<file path="src/ctm_pkg.sv">
// Purpose: Shared constants and types for the condition monitor teach control block
// Assumes: 40 MHz system clock, classic Wishbone register access with byte addresses
// Notes: Hold and tick counts above 4096 cycles are also top-level parameters
package ctm_pkg;

    localparam int CLK_HZ = 40_000_000;
    localparam int LONG_HOLD_MS = 3000;
    localparam int SHORT_HOLD_MS = 1000;
    localparam int TICK_MS = 50;
    localparam int LONG_HOLD_CYC = (CLK_HZ / 1000) * LONG_HOLD_MS;
    localparam int SHORT_HOLD_CYC = (CLK_HZ / 1000) * SHORT_HOLD_MS;
    localparam int TICK_CYC = (CLK_HZ / 1000) * TICK_MS;
    localparam int HOLD_W = 27;

    localparam logic [7:0] ADDR_SETTINGS = 8'h00;
    localparam logic [7:0] ADDR_CYCLE = 8'h04;
    localparam logic [7:0] ADDR_SENS = 8'h08;
    localparam logic [7:0] ADDR_STATUS = 8'h0C;
    localparam logic [7:0] ADDR_CRIT = 8'h10;
    localparam logic [7:0] ADDR_WARN = 8'h14;
    localparam logic [7:0] ADDR_SELECT = 8'h18;

    localparam int SET_WIRING_LSB = 0;
    localparam int SET_CUR_LSB = 4;
    localparam int SET_VOLT_LSB = 8;
    localparam int SET_ATYPE_BIT = 12;

    localparam logic [1:0] THREE_PHASE_THREE_WIRE_TWO_METER = 2'h0;
    localparam logic [1:0] THREE_PHASE_FOUR_WIRE = 2'h1;
    localparam logic [1:0] SINGLE_PHASE_CURRENT = 2'h2;
    // Current codes 0..4 are 5, 25, 100, 200, 400 A; voltage codes 0..2 are 150, 300, 600 V
    localparam logic [2:0] CUR_CODE_MAX = 3'h4;
    localparam logic [1:0] VOLT_CODE_MAX = 2'h2;

    localparam logic [1:0] WIRING_RST = 2'h0;
    localparam logic [2:0] CUR_RST = 3'h0;
    localparam logic [1:0] VOLT_RST = 2'h0;
    localparam logic ATYPE_RST = 1'b0;
    localparam logic [10:0] CYCLE_MIN = 11'h001;
    localparam logic [10:0] CYCLE_MAX = 11'h7D0;
    localparam logic [10:0] CYCLE_RST = 11'h001;
    localparam logic [7:0] SENS_MIN = 8'h14;
    localparam logic [7:0] SENS_MAX = 8'hC8;
    localparam logic [7:0] SENS_RST = 8'h50;
    localparam logic [23:0] PERCENT_DIV = 24'h000064;

    localparam int FEAT_N = 4;
    localparam int FEAT_W = 16;

    typedef enum logic {LVL_OPERATION, LVL_SETTING} ctm_level_e;
    typedef enum logic [1:0] {TCH_IDLE, TCH_NORMAL, TCH_ABNORMAL, TCH_DONE} ctm_teach_e;

endpackage

</file>
<file path="src/ctm_teach_control.sv">
// Purpose: Front-panel level navigation, input settings, teaching and alarm status mapping
// Assumes: Keys are asynchronous active-high pins; features arrive on clk_i with a valid pulse
// Notes: Settings other than alarm type and the two thresholds are only accepted while in the setting level
// Function
// - Level key 3 s enters setting level
// - Level key 1 s: soft reset, monitoring
// - Wiring setting holds three encoded choices
// - Current range among five values
// - Voltage range among three values
// - Feature cycle 1..2000 of 50 ms
// - Sensitivity 20..200 percent, default 80
// - Smaller sensitivity alarms earlier
// - Alarm type changed by tool only
// - Normal key 3 s starts teaching
// - Normal lamp lit only on success
// - Abnormal acquisition runs until completion
// - Set key completes, swaps the lamps
// - Pick largest change, threshold from it
// - Critical and warning thresholds start equal
// - Warning: yellow, alarm 2; normal: green
// - Critical: red and alarm 1
// - Judgment only after teaching completes
//
// Our own choices: the register offsets and the Wishbone register port.
`timescale 1ns/1ps
module ctm_teach_control import ctm_pkg::*; #(
    parameter int LONG_HOLD_CYCLES = LONG_HOLD_CYC,
    parameter int SHORT_HOLD_CYCLES = SHORT_HOLD_CYC,
    parameter int TICK_CYCLES = TICK_CYC
) (
    input wire logic clk_i,
    input wire logic rst_i,
    input wire logic [7:0] adr_i,
    input wire logic [31:0] dat_i,
    output logic [31:0] dat_o,
    input wire logic we_i,
    input wire logic [3:0] sel_i,
    input wire logic cyc_i,
    input wire logic stb_i,
    output logic ack_o,
    input wire logic level_key_i,
    input wire logic normal_key_i,
    input wire logic set_key_i,
    input wire logic feat_valid_i,
    input wire logic [FEAT_N-1:0][FEAT_W-1:0] feat_i,
    output logic setting_level_o,
    output logic soft_reset_o,
    output logic normal_capture_key_lamp_o,
    output logic teach_success_lamp_o,
    output logic lamp_green_o,
    output logic lamp_yellow_o,
    output logic lamp_red_o,
    output logic alarm_out1_o,
    output logic alarm_out2_o
);

    function automatic logic reg_hit(input logic [7:0] a, input logic [7:0] off);
        return a[7:2] == off[7:2];
    endfunction

    function automatic logic [31:0] lane_merge(input logic [31:0] old_w, input logic [31:0] new_w,
                                               input logic [3:0] sel);
        logic [31:0] r;
        r = old_w;
        for (int b = 0; b < 4; b++) begin
            if (sel[b]) begin
                r[8*b +: 8] = new_w[8*b +: 8];
            end
        end
        return r;
    endfunction

    ctm_level_e level;
    ctm_teach_e teach;
    logic [2:0] key_meta;
    logic [2:0] key_sync;
    logic [2:0] key_fire;
    logic [HOLD_W-1:0] hold_target [3];
    logic [1:0] wiring_state_setting;
    logic [2:0] cur_range;
    logic [1:0] volt_range;
    logic alarm_lower;
    logic [10:0] feature_cycle_setting;
    logic [7:0] sens;
    logic [FEAT_W-1:0] crit_thr;
    logic [FEAT_W-1:0] warn_thr;
    logic [1:0] sel_idx;
    logic [HOLD_W-1:0] tick_cnt;
    logic [10:0] period_cnt;
    logic normal_got;
    logic abn_got;
    logic [FEAT_W-1:0] cand_chg [FEAT_N];
    logic [FEAT_W-1:0] cand_thr [FEAT_N];
    logic [1:0] best_idx;
    logic [FEAT_W-1:0] best_chg;

    // Two flops per key pin; only the second stage is read by logic
    always_ff @(posedge clk_i) begin
        if (rst_i) begin
            key_meta <= 3'h0;
            key_sync <= 3'h0;
        end else begin
            key_meta <= {set_key_i, normal_key_i, level_key_i};
            key_sync <= key_meta;
        end
    end

    assign hold_target[0] = (level == LVL_SETTING) ? HOLD_W'(SHORT_HOLD_CYCLES)
                                                   : HOLD_W'(LONG_HOLD_CYCLES);
    assign hold_target[1] = HOLD_W'(LONG_HOLD_CYCLES);
    assign hold_target[2] = HOLD_W'(LONG_HOLD_CYCLES);

    // One shot per press: a held key fires once, then waits for release
    for (genvar k = 0; k < 3; k++) begin : g_hold
        logic [HOLD_W-1:0] cnt;
        logic fired;
        wire reached = (cnt == hold_target[k] - HOLD_W'(1));
        always_ff @(posedge clk_i) begin
            if (rst_i || !key_sync[k]) begin
                cnt <= '0;
                fired <= 1'b0;
            end else if (!fired) begin
                if (reached) begin
                    fired <= 1'b1;
                end else begin
                    cnt <= cnt + HOLD_W'(1);
                end
            end
        end
        assign key_fire[k] = key_sync[k] && !fired && reached;
    end

    wire level_fire = key_fire[0];
    wire normal_fire = key_fire[1] && (level == LVL_OPERATION);
    wire set_fire = key_fire[2] && (level == LVL_OPERATION);

    always_ff @(posedge clk_i) begin
        if (rst_i) begin
            level <= LVL_OPERATION;
            setting_level_o <= 1'b0;
            soft_reset_o <= 1'b0;
        end else begin
            soft_reset_o <= 1'b0;
            setting_level_o <= level_fire ? (level == LVL_OPERATION) : (level == LVL_SETTING);
            if (level_fire) begin
                case (level)
                    LVL_OPERATION: level <= LVL_SETTING;
                    LVL_SETTING: begin
                        level <= LVL_OPERATION;
                        soft_reset_o <= 1'b1;
                    end
                    default: level <= LVL_OPERATION;
                endcase
            end
        end
    end

    // Wishbone slave: one wait state, ack for one cycle, unmapped reads return zero
    wire bus_req = cyc_i && stb_i && !ack_o;
    wire bus_wr = bus_req && we_i;
    wire in_setting = (level == LVL_SETTING);
    wire [31:0] settings_word = {19'h00000, alarm_lower, 2'h0, volt_range, 1'b0, cur_range,
                                 2'h0, wiring_state_setting};
    wire [31:0] set_w = lane_merge(settings_word, dat_i, sel_i);
    wire [31:0] cyc_w = lane_merge({21'h000000, feature_cycle_setting}, dat_i, sel_i);
    wire [31:0] sens_w = lane_merge({24'h000000, sens}, dat_i, sel_i);
    wire [31:0] crit_w = lane_merge({16'h0000, crit_thr}, dat_i, sel_i);
    wire [31:0] warn_w = lane_merge({16'h0000, warn_thr}, dat_i, sel_i);
    wire [1:0] wiring_in = set_w[SET_WIRING_LSB +: 2];
    wire [2:0] cur_in = set_w[SET_CUR_LSB +: 3];
    wire [1:0] volt_in = set_w[SET_VOLT_LSB +: 2];
    wire [10:0] cycle_in = cyc_w[10:0];
    wire [7:0] sens_in = sens_w[7:0];
    wire cycle_ok = (cyc_w[31:11] == 21'h000000) && (cycle_in >= CYCLE_MIN)
                    && (cycle_in <= CYCLE_MAX);
    wire sens_ok = (sens_w[31:8] == 24'h000000) && (sens_in >= SENS_MIN) && (sens_in <= SENS_MAX);
    wire wr_set = bus_wr && reg_hit(adr_i, ADDR_SETTINGS);
    wire [31:0] status_word = {16'h0000, 5'h00, alarm_out1_o, alarm_out2_o, lamp_green_o,
                               2'h0, teach_success_lamp_o, normal_capture_key_lamp_o,
                               abn_got, 2'(teach), setting_level_o};
    wire [31:0] rd_word = reg_hit(adr_i, ADDR_SETTINGS) ? settings_word :
                          reg_hit(adr_i, ADDR_CYCLE) ? {21'h000000, feature_cycle_setting} :
                          reg_hit(adr_i, ADDR_SENS) ? {24'h000000, sens} :
                          reg_hit(adr_i, ADDR_STATUS) ? status_word :
                          reg_hit(adr_i, ADDR_CRIT) ? {16'h0000, crit_thr} :
                          reg_hit(adr_i, ADDR_WARN) ? {16'h0000, warn_thr} :
                          reg_hit(adr_i, ADDR_SELECT) ? {30'h00000000, sel_idx} : 32'h00000000;

    always_ff @(posedge clk_i) begin
        if (rst_i) begin
            ack_o <= 1'b0;
            dat_o <= 32'h00000000;
        end else begin
            ack_o <= bus_req;
            dat_o <= bus_req ? rd_word : 32'h00000000;
        end
    end

    // Input settings: out-of-range values are dropped so a stored code is always legal
    always_ff @(posedge clk_i) begin
        if (rst_i) begin
            wiring_state_setting <= WIRING_RST;
            cur_range <= CUR_RST;
            volt_range <= VOLT_RST;
            alarm_lower <= ATYPE_RST;
            feature_cycle_setting <= CYCLE_RST;
            sens <= SENS_RST;
        end else begin
            if (wr_set && in_setting && wiring_in <= SINGLE_PHASE_CURRENT) begin
                wiring_state_setting <= wiring_in;
            end
            if (wr_set && in_setting && cur_in <= CUR_CODE_MAX) begin
                cur_range <= cur_in;
            end
            if (wr_set && in_setting && volt_in <= VOLT_CODE_MAX) begin
                volt_range <= volt_in;
            end
            // Configuration tool path; the panel keys never reach this bit
            if (wr_set) begin
                alarm_lower <= set_w[SET_ATYPE_BIT];
            end
            if (bus_wr && reg_hit(adr_i, ADDR_CYCLE) && in_setting && cycle_ok) begin
                feature_cycle_setting <= cycle_in;
            end
            if (bus_wr && reg_hit(adr_i, ADDR_SENS) && in_setting && sens_ok) begin
                sens <= sens_in;
            end
        end
    end

    wire tick = (tick_cnt == HOLD_W'(TICK_CYCLES) - HOLD_W'(1));
    wire period_end = tick && (period_cnt == feature_cycle_setting - 11'h001);
    wire start_normal = normal_fire && (teach == TCH_IDLE || teach == TCH_DONE);
    wire enter_abn = (teach == TCH_NORMAL) && period_end && normal_got;
    wire commit = (teach == TCH_ABNORMAL) && set_fire && abn_got;

    // Per-feature extremes; upper alarms compare maxima, lower alarms minima
    for (genvar f = 0; f < FEAT_N; f++) begin : g_feat
        logic [FEAT_W-1:0] nmax, nmin, amax, amin;
        logic [FEAT_W-1:0] chg;
        logic [23:0] scaled;
        logic [FEAT_W:0] up_sum;
        always_ff @(posedge clk_i) begin
            if (rst_i || start_normal) begin
                nmax <= '0;
                nmin <= '1;
            end else if (teach == TCH_NORMAL && feat_valid_i) begin
                if (feat_i[f] > nmax) nmax <= feat_i[f];
                if (feat_i[f] < nmin) nmin <= feat_i[f];
            end
        end
        always_ff @(posedge clk_i) begin
            if (rst_i || enter_abn) begin
                amax <= '0;
                amin <= '1;
            end else if (teach == TCH_ABNORMAL && feat_valid_i) begin
                if (feat_i[f] > amax) amax <= feat_i[f];
                if (feat_i[f] < amin) amin <= feat_i[f];
            end
        end
        assign chg = alarm_lower ? ((nmin > amin) ? nmin - amin : '0)
                                 : ((amax > nmax) ? amax - nmax : '0);
        // Threshold sits sens percent of the way from normal toward abnormal
        assign scaled = (24'(chg) * 24'(sens)) / PERCENT_DIV;
        assign up_sum = {1'b0, nmax} + (FEAT_W+1)'(scaled);
        assign cand_chg[f] = chg;
        assign cand_thr[f] = alarm_lower ? ((24'(nmin) > scaled) ? nmin - FEAT_W'(scaled) : '0)
                             : ((up_sum[FEAT_W] || scaled[23:FEAT_W] != '0) ? '1
                                : up_sum[FEAT_W-1:0]);
    end

    // Ties go to the lowest feature index
    always_comb begin
        best_idx = 2'h0;
        best_chg = cand_chg[0];
        for (int i = 1; i < FEAT_N; i++) begin
            if (cand_chg[i] > best_chg) begin
                best_chg = cand_chg[i];
                best_idx = 2'(i);
            end
        end
    end

    always_ff @(posedge clk_i) begin
        if (rst_i || teach != TCH_NORMAL) begin
            tick_cnt <= '0;
            period_cnt <= 11'h000;
        end else if (tick) begin
            tick_cnt <= '0;
            period_cnt <= period_cnt + 11'h001;
        end else begin
            tick_cnt <= tick_cnt + HOLD_W'(1);
        end
    end

    always_ff @(posedge clk_i) begin
        if (rst_i || soft_reset_o) begin
            teach <= TCH_IDLE;
            normal_capture_key_lamp_o <= 1'b0;
            teach_success_lamp_o <= 1'b0;
            normal_got <= 1'b0;
            abn_got <= 1'b0;
            sel_idx <= 2'h0;
        end else begin
            case (teach)
                TCH_IDLE, TCH_DONE: begin
                    if (start_normal) begin
                        teach <= TCH_NORMAL;
                        normal_capture_key_lamp_o <= 1'b0;
                        teach_success_lamp_o <= 1'b0;
                        normal_got <= 1'b0;
                    end
                end
                TCH_NORMAL: begin
                    if (feat_valid_i) normal_got <= 1'b1;
                    if (period_end) begin
                        teach <= normal_got ? TCH_ABNORMAL : TCH_IDLE;
                        normal_capture_key_lamp_o <= normal_got;
                        abn_got <= 1'b0;
                    end
                end
                TCH_ABNORMAL: begin
                    if (feat_valid_i) abn_got <= 1'b1;
                    if (commit) begin
                        teach <= TCH_DONE;
                        normal_capture_key_lamp_o <= 1'b0;
                        teach_success_lamp_o <= 1'b1;
                        sel_idx <= best_idx;
                    end
                end
                default: teach <= TCH_IDLE;
            endcase
        end
    end

    // Software may spread the two thresholds later; a completing teach overrides a write
    always_ff @(posedge clk_i) begin
        if (rst_i) begin
            crit_thr <= '1;
            warn_thr <= '1;
        end else if (commit) begin
            crit_thr <= cand_thr[best_idx];
            warn_thr <= cand_thr[best_idx];
        end else begin
            if (bus_wr && reg_hit(adr_i, ADDR_CRIT)) crit_thr <= crit_w[FEAT_W-1:0];
            if (bus_wr && reg_hit(adr_i, ADDR_WARN)) warn_thr <= warn_w[FEAT_W-1:0];
        end
    end

    wire [FEAT_W-1:0] mon = feat_i[sel_idx];
    wire hit_crit = alarm_lower ? (mon <= crit_thr) : (mon >= crit_thr);
    wire hit_warn = alarm_lower ? (mon <= warn_thr) : (mon >= warn_thr);

    // Indicators stay dark until a teach has completed
    always_ff @(posedge clk_i) begin
        if (rst_i || teach != TCH_DONE) begin
            lamp_green_o <= 1'b0;
            lamp_yellow_o <= 1'b0;
            lamp_red_o <= 1'b0;
            alarm_out1_o <= 1'b0;
            alarm_out2_o <= 1'b0;
        end else if (feat_valid_i) begin
            lamp_red_o <= hit_crit;
            alarm_out1_o <= hit_crit;
            lamp_yellow_o <= !hit_crit && hit_warn;
            alarm_out2_o <= !hit_crit && hit_warn;
            lamp_green_o <= !hit_crit && !hit_warn;
        end else if (!lamp_red_o && !lamp_yellow_o && !lamp_green_o) begin
            lamp_green_o <= 1'b1;
        end
    end
endmodule

</file>
<file path="config.mk">
export PLATFORM = sky130hd
export DESIGN_NAME = ctm_teach_control
export DESIGN_NICKNAME = d
export VERILOG_FILES = /design/src/ctm_pkg.sv /design/src/ctm_teach_control.sv
export SDC_FILE = /design/constraint.sdc
export NUM_CORES = 2
export LEC_CHECK = 0
export ABC_AREA = 0
export BUFFER_PORTS_ARGS = -buffer_cell sky130_fd_sc_hd__buf_2
export CAP_MARGIN = 10
export CORE_MARGIN = 3
export CORE_UTILIZATION = 40
export CTS_CLUSTER_SIZE = 40
export DETAILED_ROUTE_END_ITERATION = 8
export MAX_ROUTING_LAYER = met4
export PLACE_DENSITY = 0.67
export RECOVER_POWER = 100
export SLEW_MARGIN = 30
export SYNTH_ARGS = -nofsm -noshare
export SYNTH_HDL_FRONTEND = slang
export SYNTH_SLANG_ARGS = --single-unit
</file>
<file path="constraint.sdc">
create_clock -name clk_i -period 21.1 [get_ports clk_i]
set_input_delay 2.11 -clock clk_i [delete_from_list [all_inputs] [get_ports clk_i]]
set_output_delay 2.11 -clock clk_i [all_outputs]
set_load 0.01 [all_outputs]
</file>
* After elaboration in Yosys (flattened, before gate mapping)
Index checks and enable logic that the tools add are counted.
** Storage, ports and cells
- Output and inout port bits :: 42
- Logic and storage cells :: 360
- Register bits after elaboration :: 490
- Input bits :: 117
** Cells by class
- Mux-type cells :: 84
- $add $sub $neg :: 23
- Reductions and logical operators :: 117
- Order comparisons :: 44
- Eq/ne operators :: 21
- Bitwise gates (word level) :: 10
- Multiply operators :: 4
- Divide/modulo/power cells :: 4
** Operators with widths (count)
- $mux 16 :: 35
- $gt 16x16->1 :: 19
- $sub 16x16->16 :: 12
- $lt 16x16->1 :: 8
- $add 27x1->27 const B :: 4
- $div 24x7->24 const B :: 4
- $gt 16x24->1 :: 4
- $mul 16x8->24 :: 4
- $add 16x17->17 :: 4
- $bmux 16 s2 :: 2
- $mux 8 :: 8
- $eq 27x27->1 const B :: 2
- $mux 13 :: 4
- $reduce_and 2->1 :: 25
- $logic_and 1x1->1 :: 40
- $ge 16x16->1 :: 2
- $le 16x16->1 :: 2
- $reduce_bool 8->1 :: 4
- $eq 27x21->1 const B :: 1
- $eq 27x27->1 :: 1
- $mux 27 :: 1
- $sub 27x1->27 const B :: 1
- $logic_not 24->1 :: 1
- $logic_not 21->1 :: 1
- other kinds (36) :: 118

* Logic depth before layout (Yosys ltp)
- Word-level depth :: 14
- Mapped depth :: 110
- Depth with buffers taken out :: 103

* Least setup slack after synthesis
Ideal clock, no wire load.
- Path type :: register to register
- From :: register g_feat[2].nmin[0]
- To :: register warn_thr[12]
- Library setup time :: 0.141 ns
- Path buffers :: 5
- Slack :: 0.390 ns
- Clock period less this slack :: 20.710 ns
- Data required time :: 20.959 ns
- Stages on the path, launching flop included :: 95
- Arrival :: 20.569 ns
- Path through :: dfxtp_1 > inv_1 > ha_1 > inv_1 > fa_1 > a21o_1 > a21o_1 > a21o_1 > a21oi_1 > o21bai_1 > a21oi_1 > o21ai_0 > nor2b_1 > o311a_1 > clkbuf_1 > a22oi_1 > nor2b_1 > fa_1 > (+59 left out) > o21bai_1 > a21oi_1 > o21bai_1 > a21oi_1 > o21bai_1 > a21oi_1 > o21bai_1 > a21oi_1 > o21bai_1 > a211oi_1 > clkbuf_1 > a21oi_1 > a211oi_1 > nor3_1 > a21oi_1 > nor2_1 > a21oi_1 > o211ai_1
** On the way
- Cells in the longest elaborated chain, start to end :: 13
- Elaborated cells on any way between the ends :: 24
- Those cells by class :: add/sub: 3; mul: 1; div: 1; order compare: 4; mux: 12; bitwise: 1; reduce/logical: 2
** RTL lines
- start: declaration :: RTL line ctm_teach_control.sv:239 : logic [FEAT_W-1:0] nmax, nmin, amax, amin;
- start signal: assignment :: RTL line ctm_teach_control.sv:249 : if (feat_i[f] < nmin) nmin <= feat_i[f];
- $sub 16x16->16 / $gt 16x16->1 (equally long branches) :: RTL line ctm_teach_control.sv:261 : assign chg = alarm_lower ? ((nmin > amin) ? nmin - amin : '0)
- $mux 16 (2 in a row) :: RTL line ctm_teach_control.sv:261
- $mul 16x8->24 :: RTL line ctm_teach_control.sv:264 : assign scaled = (24'(chg) * 24'(sens)) / PERCENT_DIV;
- $div 24x7->24 :: RTL line ctm_teach_control.sv:264
- $add 16x17->17 / $reduce_bool 8->1 (equally long branches) :: RTL line ctm_teach_control.sv:265, ctm_teach_control.sv:268
- $logic_or 1x1->1 :: RTL line ctm_teach_control.sv:268 : : ((up_sum[FEAT_W] || scaled[23:FEAT_W] != '0) ? '1
- $mux 16 :: RTL line ctm_teach_control.sv:268
- $mux 16 :: RTL line ctm_teach_control.sv:267 : assign cand_thr[f] = alarm_lower ? ((24'(nmin) > scaled) ? nmin - FEAT_W'(scaled) : '0)
- $bmux 16 s2 * :: RTL line ctm_teach_control.sv:343 : warn_thr <= cand_thr[best_idx];
- $mux 16 (not written as such) * (2 in a row) :: RTL line ctm_teach_control.sv:343
- $mux 16 * :: RTL line ctm_teach_control.sv:341 : end else if (commit) begin
- end signal: assignment :: RTL line ctm_teach_control.sv:343
- end signal: assignment :: RTL line ctm_teach_control.sv:346 : if (bus_wr && reg_hit(adr_i, ADDR_WARN)) warn_thr <= warn_w[FEAT_W-1:0];
- end: declaration :: RTL line ctm_teach_control.sv:86 : logic [FEAT_W-1:0] warn_thr;
Every way passes the cells marked *; elsewhere a longest branch is shown, timed or not. The select of a mux whose other input is x is not followed.
A chain may end at the register's enable or synchronous reset.

* Worst setup path in the final report
- From :: register g_feat[1].nmax[1]
- To :: register warn_thr[8]
** On the way
- Cells in the longest elaborated chain, start to end :: 14
- Elaborated cells on any way between the ends :: 27
- Those cells by class :: add/sub: 3; mul: 1; div: 1; order compare: 5; mux: 14; bitwise: 1; reduce/logical: 2
** RTL lines
- start: declaration :: RTL line ctm_teach_control.sv:239
- start signal: assignment :: RTL line ctm_teach_control.sv:248 : if (feat_i[f] > nmax) nmax <= feat_i[f];
- parallel branches: the longest is 10 deep, another holds $mul 16x8->24
- $bmux 16 s2 * :: RTL line ctm_teach_control.sv:343
- $mux 16 (not written as such) * (2 in a row) :: RTL line ctm_teach_control.sv:343
- $mux 16 * :: RTL line ctm_teach_control.sv:341
Mark *: on every way between the ends. The select of a mux whose other input is x is not followed.

==> metrics.yaml <==
setup_path:
  critPathSlowestCell: "sky130_fd_sc_hd__fa_1"
  crit_type: "flip-flop to flip-flop"
  worst_path_most_repeated_cell: "sky130_fd_sc_hd__a21o_1"
  cp_required_ps: 21600
  path_max_fanout: 7
  crit_path_start_kind: "flip-flop"
  cp-end-kind: "flip-flop"
  worst-endpoint-arrival_ps: 21740
  cp_slowest_stage_delay_ps: 530
  worst_path_dominant_cell_family: "compound AO/OA/AOI/OAI gates"
  timing.critical_path.buf_inv: 17
synth:
  syn_area_per_cell_um2: 7.89
  yosys_most_used_dff: "sky130_fd_sc_hd__dfxtp_1"
  synthXorXnorAreaFrac: 0.0673
  synth.distinct_cells: 162
  synth-adder-area-share: 0.238
  synth_largest_type_area_fraction: 0.136
  synth_top_family_by_area: "compound AO/OA/AOI/OAI gates"
  fraction_of_the_mapped_netlist_area_in_compound_gates: 0.248
  post_synth_mux_area_share: 0.0425
  synth_seq_cells: 474
  syn_area_um2: 70700
  synthSimpleGateAreaFrac: 0.203
  yosysTopAreaCell: "sky130_fd_sc_hd__ha_1"
  synth.yosys.seq_area_share: 0.134
  synth_enable_flop_cells: 0
  number_of_warnings_printed_during_yosys_synthesis: 0
  post_syn_instances: 8963
  top_cells_by_area_in_the_synthesized_netlist: "sky130_fd_sc_hd__ha_1 (14%), sky130_fd_sc_hd__dfxtp_1 (13%), sky130_fd_sc_hd__fa_1 (10%)"
  async_reset_ff_frac: 0
cells_and_area:
  mostFrequentLayoutCells: "sky130_fd_sc_hd__buf_4 (1625), sky130_fd_sc_hd__inv_1 (836), sky130_fd_sc_hd__ha_1 (746), sky130_fd_sc_hd__nor2_1 (696), sky130_fd_sc_hd__nand2_1 (611)"
  fill_cells: 15700
  fin_area_um2: 93100
  area_growth_syn_to_layout_pct: 31.6
  finish.net_count: 11800
  register_area_um2: 9510
  multiInputGateArea_um2: 61600
  instances_no_fill: 12900
  final_common_cell: "sky130_fd_sc_hd__buf_4"
  fraction_of_layout_instances_using_a_drive_strength_above_1: 0.276
floorplan:
  die_height_um: 427
  area_inside_the_core_boundary_um2: 175000
  starting_utilization_of_the_core_area: 0.405
  dieWidth_um: 427
  ports_placed_on_the_boundary: 159
  floorplan.rows: 153
  die-area_um2: 182000
sta:
  post-route-min-period_ps: 21240
  finalClockSkew_ps: 38.4
  rsz0062_at_grt: "yes"
  fin_ws_ps: -139
  final_max_slew_viol_count: 81
  fin_setup_tns_ps: -656
  achievable-frequency_mhz: 47.1
  worst_hold_slack_ps: 438
  timing.final.crit_share: 1.01
  timing.max_slew.rel_slack: -0.676
  setup_viol: 12
  final-hold-violation-count: 0
  worst-slew-pin-transition_ps: 2510
clock_tree:
  worst_skew_pair.late_latency_ps: 640
  clock_pin_slew_on_the_worst_setup_and_hold_paths_ps: 70
  number_of_buffers_created_by_cts: 50
  htree_levels: 2
  clock-root-buffer: "sky130_fd_sc_hd__clkbuf_16"
  cts_num_sinks: 474
  clock_tree_from_tritoncts: "built"
  clock_path_buffers: 3
placement:
  post_dp_cell_area_um2: 84400
  gp_routability_congestion: 1.02
  dpl.cell_count: 12600
  port-buffer-count: 140
  place_hpwl_um: 194000
drt:
  route.final.wire_length_um: 250000
  postRouteAntennaNets: 0
  detail_route.drc_violations: 0
  drtPass1Iterations: 6
  wl_per_cell_um: 19.3
  drt_iter0_markers: 5970
  routed_via_density: 5.75
  num_vias: 74400
run:
  cap_viol_max_count: 3
global_routing:
  gr-usage-all-layers: 0.263
  grt_start_max_net_pins: 81
  grt-ovfl-total: 0
  global_route_wire_length_before_repair_um: 382000
  grt_antenna_before_repair: 28
  number_of_global_route_vias_before_repair: 72200
hold_path:
  hold_class: "flip-flop to flip-flop"
run_status:
  result_of_the_run: "finished with violations"
  failed_checks: "capacitance limit, slew limit, setup timing"
through the flow:
stage / util / setup slack, ps
final: 0.533 / -139
after global routing: 0.532 / -892
after detailed placement: 0.483 / -1290
after global placement: 0.482 / -908
after CTS: 0.502 / 2.58
after floorplan: - / 390
worst reg2reg max path, delay by kind of cell (launching register included):
family / cells / cell delay, ps
buffers and inverters: 17 / 2220
adders and majority gates: 8 / 3140
AOI/OAI and AO/OA: 62 / 11930
muxes: 2 / 450
DFF: 1 / 330
and+or+nand+nor: 16 / 2880
xor gates and xnor gates: 1 / 180
synth_stat cells, drive strengths merged, types with 23 or more instances:
cell type	number
nand2	638
o31a	23
and2	170
a211oi	125
xnor2	296
a211o	91
o21ai	399
inv	861
fa	352
a21boi	26
o22ai	66
a31oi	57
a21oi	596
o21a	57
nor4	60
or3	66
ha	770
mux2	31
nor3	177
nand4	140
dfxtp	474
clkbuf	258
nand3	164
xor2	235
nor2b	357
buf	81
a21o	309
nor2	737
a221oi	33
o21bai	105
a22oi	61
or2	53
a22o	33
nand2b	141
o31ai	65
mux2i	222
a2111oi	25
o211ai	155
and3	56
what timing repair did:
action	CTS	global route
resized for setup	233	844
cloned	2	6
buffers inserted	48	182
endpoints found under the setup margin	32	32
hold buffers	0	0
pin swaps	73	374
endpoints found under the hold margin	0	0
sequential cells by signal, indices dropped and copies added (netlist names), 2 cells and up:
name,cells
g_hold.cnt,81
g_feat.amax,64
g_feat.amin,64
g_feat.nmax,64
g_feat.nmin,64
tick_cnt,27
crit_thr,16
dat_o,16
warn_thr,16
feature_cycle_setting,11
period_cnt,11
sens,8
cur_range,3
g_hold.fired,3
key_meta,3
key_sync,3
sel_idx,2
teach,2
volt_range,2
wiring_state_setting,2
path summary, 6_finish.rpt:
check / cells past startpoint / start / end / slack, ps
setup / recovery: 106 / g_feat[1].nmax[1] / warn_thr[8] / -140
hold / removal: 1 / key_meta[0] / key_sync[0] / 440
setup reg to reg: 106 / g_feat[1].nmax[1] / warn_thr[8] / -140
hold reg to reg: 1 / key_meta[0] / key_sync[0] / 440
layer usage:
metal | track usage | vias up | wire [um] | share of wire
met2 | 0.427 | 2650 | 117000 | 0.47
met1 | 0.328 | 36000 | 103000 | 0.41
met4 | 0.113 | 0 | 12200 | 0.049
met5 | - | - | 0 | 0
li1 | - | 35100 | - | -
met3 | 0.0362 | 589 | 18200 | 0.073
area by class of cell:
type                       count  share of cell area
multi-input combinational   7306               0.662
timing repair buffer        1850               0.149
clock inverter                27             0.00485
antenna                       21            0.000565
sequential                   474               0.102
clock buffer                  67              0.0152
inverter                     864              0.0350
tap                         2325              0.0313
cells by family (layout without fill, tap and decap cells):
family / Yosys count / count (layout)
other: 1 / 37
AND/OR/NAND/NOR: 2847 / 2847
XOR/XNOR: 531 / 531
adder cells (fa/ha/maj): 1138 / 1138
flip-flops: 474 / 474
multiplexers: 271 / 271
buffers and inverters: 1203 / 2808
AO/OA/AOI/OAI: 2498 / 2503
Power is not shown: default switching activity piles up to over one toggle a cycle in this logic, so the estimate is an artifact.
